$ cat src/hdl/uarx_pkg.sv
package uarx_pkg;

    localparam int SAMP_NORMAL   = 16;
    localparam int SAMP_DOUBLE   = 8;
    localparam int VOTE_FIRST_N  = 8;
    localparam int VOTE_FIRST_D  = 4;

    // APB register byte addresses
    localparam logic [11:0] ADDR_CTRL   = 12'h000;
    localparam logic [11:0] ADDR_BAUD   = 12'h004;
    localparam logic [11:0] ADDR_STATUS = 12'h008;
    localparam logic [11:0] ADDR_DATA   = 12'h00c;
    localparam logic [11:0] ADDR_IRQST  = 12'h010;
    localparam logic [11:0] ADDR_IRQMSK = 12'h014;

    // Control bit positions
    localparam int CTRL_RX_EN  = 0;
    localparam int CTRL_DBL    = 1;
    localparam int CTRL_PAR_EN = 2;
    localparam int CTRL_PAR_OD = 3;
    localparam int CTRL_LEN_LO = 4;

    // Status / interrupt bit positions
    localparam int ST_RXC = 0;
    localparam int ST_FE  = 1;
    localparam int ST_DOR = 2;
    localparam int ST_PE  = 3;

    localparam logic [15:0] BAUD_RESET = 16'h0000;
    localparam logic [2:0]  LEN_RESET  = 3'h3;
    localparam int          FIFO_DEPTH = 2;

    typedef struct packed {
        logic [7:0] data;
        logic       frame_err;
        logic       overrun;
        logic       parity_err;
    } uarx_frame_type;

    typedef struct packed {
        logic        rx_en;
        logic        dbl;
        logic        par_en;
        logic        par_odd;
        logic [2:0]  len_code;
        logic [15:0] baud;
    } uarx_cfg_type;

endpackage : uarx_pkg

$ cat src/hdl/uarx_recover.sv
module uarx_recover (
    input  wire logic                     pclk,
    input  wire logic                     presetn,
    input  wire logic                     serial_rx_line,
    input  wire uarx_pkg::uarx_cfg_type   cfg,
    output logic                          frame_valid,
    output uarx_pkg::uarx_frame_type      frame_out,
    output logic                          start_seen
);

    typedef enum logic [3:0] {
        S_IDLE  = 4'b0001,
        S_START = 4'b0010,
        S_BITS  = 4'b0100,
        S_STOP  = 4'b1000
    } uarx_st_type;

    typedef struct packed {
        logic [1:0]  sync;
        logic        prev;
        logic [15:0] div;
        uarx_st_type st;
        logic [4:0]  samp;
        logic [3:0]  bitn;
        logic [9:0]  shreg;
        logic [2:0]  votes;
        logic        valid;
        uarx_pkg::uarx_frame_type fr;
        logic        start;
    } uarx_rec_type;

    uarx_rec_type r_q, r_d;

    function automatic logic major(input logic [2:0] v);
        major = (v[0] & v[1]) | (v[0] & v[2]) | (v[1] & v[2]);
    endfunction : major

    logic       tick;
    logic [4:0] spb;
    logic [4:0] vfirst;
    logic [3:0] nbits;
    logic       rxs;
    logic       bitv;

    always_comb begin
        // Exact integer divisor: own rate error stays within its half share
        tick   = (r_q.div == cfg.baud);
        spb    = cfg.dbl ? 5'(uarx_pkg::SAMP_DOUBLE) : 5'(uarx_pkg::SAMP_NORMAL);
        vfirst = cfg.dbl ? 5'(uarx_pkg::VOTE_FIRST_D) : 5'(uarx_pkg::VOTE_FIRST_N);
        nbits  = 4'(cfg.len_code) + 4'h5 + (cfg.par_en ? 4'h1 : 4'h0);
        rxs    = r_q.sync[1];
        bitv   = major({rxs, r_q.votes[1:0]});
    end

    always_comb begin
        logic [9:0] al;
        logic [9:0] msk;
        al        = r_q.shreg >> (4'd10 - nbits);
        msk       = (10'h001 << (4'(cfg.len_code) + 4'h5)) - 10'h001;
        r_d       = r_q;
        r_d.sync  = {r_q.sync[0], serial_rx_line};
        r_d.valid = 1'b0;
        r_d.start = 1'b0;
        r_d.div   = tick ? 16'h0000 : r_q.div + 16'h0001;
        if (!cfg.rx_en) begin
            r_d.st   = S_IDLE;
            // Track the line so enabling on a low line gives no false edge
            r_d.prev = rxs;
        end else if (tick) begin
            r_d.prev = rxs;
            r_d.samp = r_q.samp + 5'h01;
            if (r_q.samp >= vfirst && r_q.samp < vfirst + 5'h03) begin
                r_d.votes = {r_q.votes[1:0], rxs};
            end
            case (r_q.st)
                S_IDLE: begin
                    if (r_q.prev && !rxs) begin
                        r_d.st   = S_START;
                        r_d.samp = 5'h02;
                    end
                end
                S_START: begin
                    if (r_q.samp == vfirst + 5'h02) begin
                        if (bitv) begin
                            r_d.st = S_IDLE;
                        end else begin
                            r_d.st    = S_BITS;
                            r_d.bitn  = 4'h0;
                            r_d.start = 1'b1;
                        end
                    end
                    if (r_q.samp == spb) begin
                        r_d.samp = 5'h01;
                    end
                end
                S_BITS: begin
                    if (r_q.samp == vfirst + 5'h02) begin
                        r_d.shreg = {bitv, r_q.shreg[9:1]};
                        r_d.bitn  = r_q.bitn + 4'h1;
                    end
                    if (r_q.samp == spb) begin
                        r_d.samp = 5'h01;
                        if (r_q.bitn == nbits) begin
                            r_d.st = S_STOP;
                        end
                    end
                end
                S_STOP: begin
                    if (r_q.samp == vfirst + 5'h02) begin
                        r_d.fr.frame_err = !bitv;
                        r_d.fr.data      = 8'(r_q.shreg >> (4'd10 - nbits));
                        if (!cfg.par_en) begin
                            r_d.fr.data = 8'(r_q.shreg >> (4'd10 - nbits));
                        end
                        r_d.valid = 1'b1;
                        r_d.st    = S_IDLE;
                    end
                end
                default: r_d.st = S_IDLE;
            endcase
        end
        if (r_d.valid) begin
            // Parity over data bits plus received parity bit
            r_d.fr.data = 8'(al & msk);
            r_d.fr.parity_err = cfg.par_en
                && ((^al) ^ cfg.par_odd);
            r_d.fr.overrun = 1'b0;
        end
    end

    always_ff @(posedge pclk or negedge presetn) begin
        if (!presetn) begin
            r_q <= '{sync: 2'b11, prev: 1'b1, st: S_IDLE, default: '0};
        end else begin
            r_q <= r_d;
        end
    end

    assign frame_valid = r_q.valid;
    assign frame_out   = r_q.fr;
    assign start_seen  = r_q.start;

    property p_stop_done;
        @(posedge pclk) disable iff (!presetn)
        r_q.valid |-> r_q.st == S_IDLE;
    endproperty
    a_stop_done: assert property (p_stop_done) else $error("not idle after stop");

    property p_fe;
        @(posedge pclk) disable iff (!presetn)
        (cfg.rx_en && tick && r_q.st == S_STOP && r_q.samp == vfirst + 5'h02)
            |=> r_q.fr.frame_err == !$past(bitv);
    endproperty
    a_fe: assert property (p_fe) else $error("frame error wrong");

    property p_reject;
        @(posedge pclk) disable iff (!presetn)
        (cfg.rx_en && tick && r_q.st == S_START && r_q.samp == vfirst + 5'h02 && bitv)
            |=> r_q.st == S_IDLE;
    endproperty
    a_reject: assert property (p_reject) else $error("noise start kept");

    property p_tick;
        @(posedge pclk) disable iff (!presetn)
        tick |=> r_q.div == 16'h0000;
    endproperty
    a_tick: assert property (p_tick) else $error("divider not reloaded");

endmodule : uarx_recover

$ cat src/hdl/uarx_top.sv
// Summary of operation
// - Sample 16x, or 8x in double speed
// - Falling edge starts qualification, sample one
// - Qualify start with samples 8-10 or 4-6
// - Majority high rejects start as noise
// - Realign phase counter at every start
// - One state per frame part; a sample counter tracks position within each bit
// - Bit value is majority of centre three
// - Recover through first stop, ignore others
// - Stop voted zero sets frame error
// - Rearm right after stop voting samples
// - Each end takes half rate error
// - Error flags travel with their frame
// - Parity checked when enabled, stored with frame
// - Complete flag tracks unread; disable flushes
//
// Our own choices: the placing of the registers and the APB slave port.
module uarx_top (
    input  wire logic        pclk,
    input  wire logic        presetn,
    input  wire logic        psel,
    input  wire logic        penable,
    input  wire logic        pwrite,
    input  wire logic [11:0] paddr,
    input  wire logic [31:0] pwdata,
    output logic      [31:0] prdata,
    output logic             pready,
    output logic             pslverr,
    input  wire logic        serial_rx_line,
    output logic             irq
);

    typedef struct packed {
        uarx_pkg::uarx_cfg_type cfg;
        uarx_pkg::uarx_frame_type [uarx_pkg::FIFO_DEPTH-1:0] fifo;
        logic [1:0] count;
        logic       pend_ovr;
        logic       rwait;
        logic [3:0] ist;
        logic [3:0] imsk;
        logic [31:0] rdata;
    } uarx_top_type;

    uarx_top_type t_q, t_d;

    logic                     fv;
    uarx_pkg::uarx_frame_type fr;
    logic                     ss;

    uarx_recover u_rec (
        .pclk           (pclk),
        .presetn        (presetn),
        .serial_rx_line (serial_rx_line),
        .cfg            (t_q.cfg),
        .frame_valid    (fv),
        .frame_out      (fr),
        .start_seen     (ss)
    );

    ////////////////////////////////////////////////////////////////////////
    logic acc;
    logic wr;
    logic rd;
    logic mapped;

    always_comb begin
        acc    = psel && penable;
        wr     = acc && pwrite;
        // Registered read data costs one wait state; pop only on the first cycle
        rd     = acc && !pwrite && !t_q.rwait;
        mapped = paddr inside {uarx_pkg::ADDR_CTRL, uarx_pkg::ADDR_BAUD,
                               uarx_pkg::ADDR_STATUS, uarx_pkg::ADDR_DATA,
                               uarx_pkg::ADDR_IRQST, uarx_pkg::ADDR_IRQMSK};
    end

    assign pready  = !(acc && !pwrite) || t_q.rwait;
    assign pslverr = acc && !mapped;
    assign prdata  = t_q.rdata;

    always_comb begin
        logic       pop;
        logic       full;
        logic [3:0] ev;
        pop  = 1'b0;
        full = 1'b0;
        ev   = 4'h0;
        t_d  = t_q;
        t_d.rwait = rd;
        pop  = rd && paddr == uarx_pkg::ADDR_DATA && t_q.count != 2'h0;
        full = t_q.count == 2'(uarx_pkg::FIFO_DEPTH);
        // Buffer stays full: a new start while both entries wait and none is popped is an overrun
        if (ss && full && !pop) begin
            t_d.pend_ovr = 1'b1;
        end
        if (pop) begin
            t_d.fifo[0] = t_q.fifo[1];
            t_d.count   = t_q.count - 2'h1;
        end
        if (fv) begin
            if (t_d.count != 2'(uarx_pkg::FIFO_DEPTH)) begin
                t_d.fifo[t_d.count]         = fr;
                t_d.fifo[t_d.count].overrun = t_d.pend_ovr;
                t_d.count    = t_d.count + 2'h1;
                t_d.pend_ovr = 1'b0;
                ev[uarx_pkg::ST_RXC] = 1'b1;
                ev[uarx_pkg::ST_FE]  = fr.frame_err;
                ev[uarx_pkg::ST_PE]  = fr.parity_err;
            end else begin
                t_d.pend_ovr = 1'b1;
                ev[uarx_pkg::ST_DOR] = 1'b1;
            end
        end
        if (wr) begin
            case (paddr)
                uarx_pkg::ADDR_CTRL: begin
                    t_d.cfg.rx_en    = pwdata[uarx_pkg::CTRL_RX_EN];
                    t_d.cfg.dbl      = pwdata[uarx_pkg::CTRL_DBL];
                    t_d.cfg.par_en   = pwdata[uarx_pkg::CTRL_PAR_EN];
                    t_d.cfg.par_odd  = pwdata[uarx_pkg::CTRL_PAR_OD];
                    t_d.cfg.len_code = pwdata[uarx_pkg::CTRL_LEN_LO +: 3];
                end
                uarx_pkg::ADDR_BAUD:   t_d.cfg.baud = pwdata[15:0];
                uarx_pkg::ADDR_IRQST:  t_d.ist = t_q.ist & ~pwdata[3:0];
                uarx_pkg::ADDR_IRQMSK: t_d.imsk = pwdata[3:0];
                default: ;
            endcase
        end
        t_d.ist = t_d.ist | ev;
        if (!t_d.cfg.rx_en) begin
            t_d.count    = 2'h0;
            t_d.pend_ovr = 1'b0;
        end
        if (rd) begin
            case (paddr)
                uarx_pkg::ADDR_CTRL: t_d.rdata = 32'({t_q.cfg.len_code, t_q.cfg.par_odd,
                                          t_q.cfg.par_en, t_q.cfg.dbl, t_q.cfg.rx_en});
                uarx_pkg::ADDR_BAUD:   t_d.rdata = 32'(t_q.cfg.baud);
                // Flags of a frame already read are stale: hide them when empty
                uarx_pkg::ADDR_STATUS: t_d.rdata = (t_q.count == 2'h0) ? 32'h0000_0000 :
                                          32'({t_q.fifo[0].parity_err,
                                          t_q.fifo[0].overrun, t_q.fifo[0].frame_err,
                                          1'b1});
                uarx_pkg::ADDR_DATA:   t_d.rdata = 32'(t_q.fifo[0].data);
                uarx_pkg::ADDR_IRQST:  t_d.rdata = 32'(t_q.ist);
                uarx_pkg::ADDR_IRQMSK: t_d.rdata = 32'(t_q.imsk);
                default:               t_d.rdata = 32'h0000_0000;
            endcase
        end
    end

    always_ff @(posedge pclk or negedge presetn) begin
        if (!presetn) begin
            t_q <= '{cfg: '{len_code: uarx_pkg::LEN_RESET,
                            baud: uarx_pkg::BAUD_RESET, default: '0},
                     default: '0};
        end else begin
            t_q <= t_d;
        end
    end

    assign irq = |(t_q.ist & t_q.imsk);

    ////////////////////////////////////////////////////////////////////////
    property p_flush;
        @(posedge pclk) disable iff (!presetn)
        (wr && paddr == uarx_pkg::ADDR_CTRL && !pwdata[uarx_pkg::CTRL_RX_EN])
            |=> t_q.count == 2'h0;
    endproperty
    a_flush: assert property (p_flush) else $error("flush failed");

    property p_store;
        @(posedge pclk) disable iff (!presetn)
        (fv && t_q.count == 2'h0 && t_q.cfg.rx_en && !wr)
            |=> t_q.count == 2'h1 && t_q.fifo[0].frame_err == $past(fr.frame_err);
    endproperty
    a_store: assert property (p_store) else $error("frame not stored");

    property p_irq;
        @(posedge pclk) disable iff (!presetn)
        irq |-> (t_q.ist & t_q.imsk) != 4'h0;
    endproperty
    a_irq: assert property (p_irq) else $error("irq without cause");

    property p_pe_off;
        @(posedge pclk) disable iff (!presetn)
        (fv && !t_q.cfg.par_en) |-> !fr.parity_err;
    endproperty
    a_pe_off: assert property (p_pe_off) else $error("parity flagged while off");

endmodule : uarx_top

$ cat config.mk
export PLATFORM = sky130hd
export DESIGN_NAME = uarx_top
export DESIGN_NICKNAME = d
export VERILOG_FILES = /design/src/hdl/uarx_pkg.sv /design/src/hdl/uarx_recover.sv /design/src/hdl/uarx_top.sv
export SDC_FILE = /design/constraint.sdc
export NUM_CORES = 1
export LEC_CHECK = 0
export ABC_AREA = 1
export BUFFER_PORTS_ARGS = -buffer_cell sky130_fd_sc_hd__buf_4
export CORE_MARGIN = 2
export CORE_UTILIZATION = 60
export CTS_BUF_LIST = sky130_fd_sc_hd__clkbuf_8 sky130_fd_sc_hd__clkbuf_16
export DETAILED_ROUTE_END_ITERATION = 12
export GPL_ROUTABILITY_DRIVEN = 0
export PLACE_DENSITY = 0.86
export SETUP_SLACK_MARGIN = 0.3
export SLEW_MARGIN = 10
export SYNTH_ARGS = -nofsm -noshare
export SYNTH_HDL_FRONTEND = slang
export SYNTH_HIERARCHICAL = 1
export SYNTH_SLANG_ARGS = --single-unit
$ cat constraint.sdc
create_clock -name pclk -period 3.3 [get_ports pclk]
set_input_delay 0.825 -clock pclk [delete_from_list [all_inputs] [get_ports pclk]]
set_output_delay 0.825 -clock pclk [all_outputs]
set_load 0.02 [all_outputs]
# Word-level counts from Yosys, hierarchy flattened
# Index checks and enable logic that the tools add are counted.
dict set report op_classes {
  n_addsub 11
  reduce_logical 43
  mul 0
  order_cmp 4
  bitwise 11
  eq_ne 24
  n_shift 2
  muxes 55
  n_div 0
}
# op n
set op_table {}
lappend op_table {{16-bit case mux with 6 select lines} 1}
lappend op_table {{22-bit bitwise mux} 2}
lappend op_table {{4-bit two-way mux} 11}
lappend op_table {{10-bit two-way mux} 4}
lappend op_table {{36-bit two-way mux} 1}
lappend op_table {{16-bit two-way mux} 2}
lappend op_table {{14-bit two-way mux} 2}
lappend op_table {{13-bit two-way mux} 2}
lappend op_table {{12-bit by 4-bit == test with 1-bit output (second input constant)} 2}
lappend op_table {{12-bit by 5-bit == test with 1-bit output (second input constant)} 2}
lappend op_table {{23-bit two-way mux} 1}
lappend op_table {{11-bit demux with 1-bit select} 2}
lappend op_table {{9-bit two-way mux} 2}
lappend op_table {{16-bit by 1-bit adder with 16-bit output (second input constant)} 1}
lappend op_table {{16-bit == test} 1}
lappend op_table {{8-bit two-way mux} 2}
lappend op_table {{4-bit case mux with 4 select lines} 1}
lappend op_table {{3-bit by 2-bit != test with 1-bit output (second input constant)} 5}
lappend op_table {{5-bit case mux with 3 select lines} 1}
lappend op_table {{1-bit logical AND} 13}
lappend op_table {{12-bit by 3-bit == test with 1-bit output (second input constant)} 1}
lappend op_table {{12-bit logical NOT} 1}
lappend op_table {{4-bit AND reduction} 3}
lappend op_table {{6-bit AND reduction} 2}
lappend op_table {{other kinds (47)} 85}
dict set report totals {
  mem_count 0
  wordCells 183
  latch_bits 0
  mem_bits_rw 0
  reg_bits 146
  mem_bits_ro 0
}

# Logic depth before layout (Yosys ltp)
dict set report depth {
  ltp_word 15
  depth_mapped 22
  mapped_depth_nobuf 20
}

# Cells and area by module
# Netlist, hierarchy kept.
# module cells_per_inst n_inst area_per_inst_um2
set by_module_without_submodules {}
lappend by_module_without_submodules {uarx_recover 561 1 4090.2}
lappend by_module_without_submodules {uarx_top 481 1 3980.1}

# Worst setup path before layout
# Ideal clock, no wire load.
dict set report synth_timing {
  path_type {register -> register}
  start {register t_q[82] (netlist name)}
  end {register u_rec.r_q, in the netlist u_rec/frame_out[0]}
  required_time_ns 3.183
  path_slack_ns 0.354
  n_path_buf 2
  synth_period_minus_slack_ns 2.946
  path_stages_with_launch 20
  setup_ns 0.117
  t_arrival_ns 2.829
  path_cell_list {dfstp_2 inv_1 ha_1 ha_1 ha_1 buf_2 inv_1 buf_2 nor2_1 inv_1 nand2_1 nand2_1 inv_1 nand3_2 nand3_1 nand3_2 nand2_1 nand2_1 nand3_1 nand2_1}
}
dict set report synth_via {
  elab_chain_cells 7
}
# item line
set synth_rtl {}
lappend synth_rtl {{start: declaration} uarx_top.sv:44} ;# uarx_top_type t_q, t_d;
lappend synth_rtl {{start signal: assignment} uarx_top.sv:153} ;# t_q <= '{cfg: '{len_code: uarx_pkg::LEN_RESET,
lappend synth_rtl {{start signal: assignment} uarx_top.sv:157} ;# t_q <= t_d;
lappend synth_rtl {{3-bit by 3-bit adder with 4-bit output} uarx_recover.sv:50} ;# nbits = 4'(cfg.len_code) + 4'h5 + (cfg.par_en ? 4'h1 : 4'h0);
lappend synth_rtl {{4-bit adder} uarx_recover.sv:50}
lappend synth_rtl {{4-bit subtractor} uarx_recover.sv:58} ;# al = r_q.shreg >> (4'd10 - nbits);
lappend synth_rtl {{10-bit by 4-bit right shift with 10-bit output} uarx_recover.sv:58}
lappend synth_rtl {{10-bit parity} uarx_recover.sv:126} ;# && ((^al) ^ cfg.par_odd);
lappend synth_rtl {{1-bit bitwise XOR} uarx_recover.sv:126}
lappend synth_rtl {{1-bit logical AND} uarx_recover.sv:126}
lappend synth_rtl {{end signal: assignment} uarx_recover.sv:135} ;# r_q <= r_d;
lappend synth_rtl {{end: declaration} uarx_recover.sv:32} ;# uarx_rec_type r_q, r_d;
# No other way between the ends.
# A chain may end at the register's enable or synchronous reset.

# Worst setup path after layout
dict set report layout_timing {
  start {register t_q[83] (netlist name)}
  end {register u_rec.r_q, in the netlist u_rec/frame_out[0]}
}
# Same word-level chain as after synthesis.

==> impl_metrics.tcl <==
set metrics [dict create \
    cts.sinks 129 \
    synth_cells 1040 \
    synth_area_mm2 0.00806 \
    dr.pass1.iters 5 \
    critical-path-top-delay-family "adder cells" \
    ant_nets 0 \
    critPathMaxFanout 8 \
    clkLatencyLatePin_ns 0.43 \
    fin_setup_tns_ns 0 \
    path_common_cell "nand2_1" \
    tightest_slew_ns 0.658 \
    cts_inserted_buffers 17 \
    grt_max_degree 58 \
    min_period_ns 2.84 \
    rrSetupSlack_ns 0.46 \
    rsz0062_at_grt "no" \
    rr_worst_depth 17 \
    clk_pin_slew_ns 0.06 \
    initial_core_util_pct 61.1 \
    path_cells "inv_1 > ha_1 > ha_2 > ha_4 > buf_4 > nand3_1 > o21ai_1 > nor2_2 > nand2_1 > nand2_1 > nand2_1 > nand3_1 > nand3_2 > nand2_1 > nand2_1 > nand3_1 > nand2_1" \
    skew_ns 0.00854 \
    hold_depth 0 \
    max_stage_delay_ns 0.59 \
    die_area_mm2 0.0144 \
    wl_mm 18.4 \
    hold_violations 0 \
    post-cts-setup-buffers 0 \
    num-fill-cells 1051 \
    cp.arrival_ns 3.16 \
    coreArea_mm2 0.0132 \
    power_density_mw_per_mm2 522 \
    wl_per_cell_um 14.6 \
    dr_total_vias 6859 \
    final_cell_count_no_fill 1258 \
    placementRows 42 \
    fin_nets 1138 \
    cp.required_ns 3.62 \
    ctsHoldBuffers 0 \
    cp-start-kind "register" \
    die-height_um 120 \
    hp-start "u_rec/r_d[57]" \
    report.final.setup_viol 0 \
    yosysWarnings 6 \
    peakVddDrop_mv 0.425 \
    area_delta_synth_final_pct 11.3 \
    cts_tree "built" \
    leakagePower_nw 4.64 \
    grt_overflow 0 \
    dpl.hpwl_mm 12.7 \
    finalMaxSlewViolations 0 \
    max_freq_ghz 0.352 \
    n_antenna_cell 0 \
    htreeDepth 4 \
    die_w_um 120 \
    cap_violations 0 \
    post-route-drc-count 0 \
    drt_iter0_drc 570 \
    critPathKind "reg -> reg" \
    antenna_found_initial 0 \
    drive_gt1_share_pct 17.5 \
    ios 85 \
    avgSynthCellArea_um2 7.75 \
    first_global_vias 6532 \
    critPathBufInv 2 \
    status "finished, final reports clean" \
    rr_endpoint "u_rec/frame_out[0]" \
    slowest_stage "dfstp_2" \
    hold_class "reg -> reg" \
    port_buffers 52 \
    period_share_pct 86.1 \
    dpl.cell_count 1226 \
    maxSlewHeadroom_pct 56.0 \
    min_to "u_rec/r_q[57]" \
    end_kind "register" \
    vias_per_cell 5.45 \
    cp.depth 17 \
    grt_pass1_wl_mm 30.4 \
    cts-root-buf "clkbuf_16" \
    grt_use_total_pct 26.9 \
    clk_path_buf_depth 2 \
    worstReg2RegStart "t_q[83]" \
]
metrics by stage:
stage                     power (mW)  worst slack [ns]  utilization [%]  cell area (µm²)  hold slack [ns]
after floorplan                 2.49             0.354                -             8120            0.345
after global placement          2.70             0.279             63.2             8330            0.346
after detailed placement        2.74             0.222             63.2             8330            0.348
after CTS                       4.70             0.324             67.8             8950            0.364
after global routing            4.92             0.280             68.0             8970            0.366
final                           4.69             0.459             68.0             8970            0.360
repair_timing:
item / in CTS / in global routing
pin swaps: 0 / 2
gates resized for setup: 1 / 7
endpoints found under the setup margin: 1 / 1
worst max-delay path by stage:
stage,from,slack [ns],to
after floorplan,t_q[82],0.35,u_rec/frame_out[0]
after global placement,t_q[83],0.28,u_rec/frame_out[0]
after detailed placement,t_q[83],0.22,u_rec/frame_out[0]
after CTS,t_q[83],0.32,u_rec/frame_out[0]
after global routing,t_q[83],0.28,u_rec/frame_out[0]
final,t_q[83],0.46,u_rec/frame_out[0]
power breakdown:
part / internal (mW) / switching, mW
clock: 1.26 / 0.692
sequential: 1.70 / 0.0943
combinational: 0.325 / 0.615
layout by cell type, fill, tap and decap left out, types with 3 or more instances in the layout:
| master | count |
|---|---|
| mux2_2 | 4 |
| or2_2 | 3 |
| nand2_4 | 13 |
| mux2_4 | 6 |
| nand2_2 | 14 |
| a21oi_1 | 28 |
| o211ai_1 | 3 |
| nand2_1 | 312 |
| dfstp_2 | 6 |
| inv_1 | 109 |
| ha_1 | 17 |
| nand3_1 | 78 |
| xnor2_1 | 13 |
| xor2_1 | 8 |
| conb_1 | 16 |
| o21ai_0 | 64 |
| buf_4 | 59 |
| nor2_1 | 51 |
| and3_1 | 3 |
| nand3_4 | 5 |
| bufinv_16 | 3 |
| clkbuf_8 | 4 |
| o31ai_1 | 6 |
| nand3_2 | 12 |
| nor2_2 | 8 |
| clkbuf_16 | 17 |
| dfrtp_1 | 123 |
| inv_2 | 11 |
| nor3_1 | 19 |
| clkinv_4 | 3 |
| nor2_4 | 5 |
| o21ai_1 | 17 |
| nand4_1 | 10 |
registers in the layout, indices dropped and copies added, names as in the netlist:
register and flops:
prdata 16, u_rec/start_seen 1, u_rec/r_d 1, u_rec/r_q 43
u_rec/frame_valid 1, t_q 57, u_rec/frame_out 10
final cells by class:
class	instances	area [µm²]	share of cell area, %
flip-flops and latches	129	3240	36.1
clock inverters	11	138	1.53
well taps	176	220	2.45
multi-input cells	739	3970	44.2
inverters	122	468	5.22
clock buffers	21	480	5.36
repair buffers	60	463	5.16
per-layer routing:
| metal | global-route usage, % | vias up | part of all wire, % |
|---|---|---|---|
| met2 | 44.2 | 198 | 49 |
| met1 | 34.2 | 3263 | 43 |
| li1 | - | 3357 | - |
| met5 | 0 | - | 0 |
| met4 | 12.6 | 0 | 2.7 |
| met3 | 5.56 | 41 | 4.5 |
No activity file was read; power rests on OpenSTA's default activity.
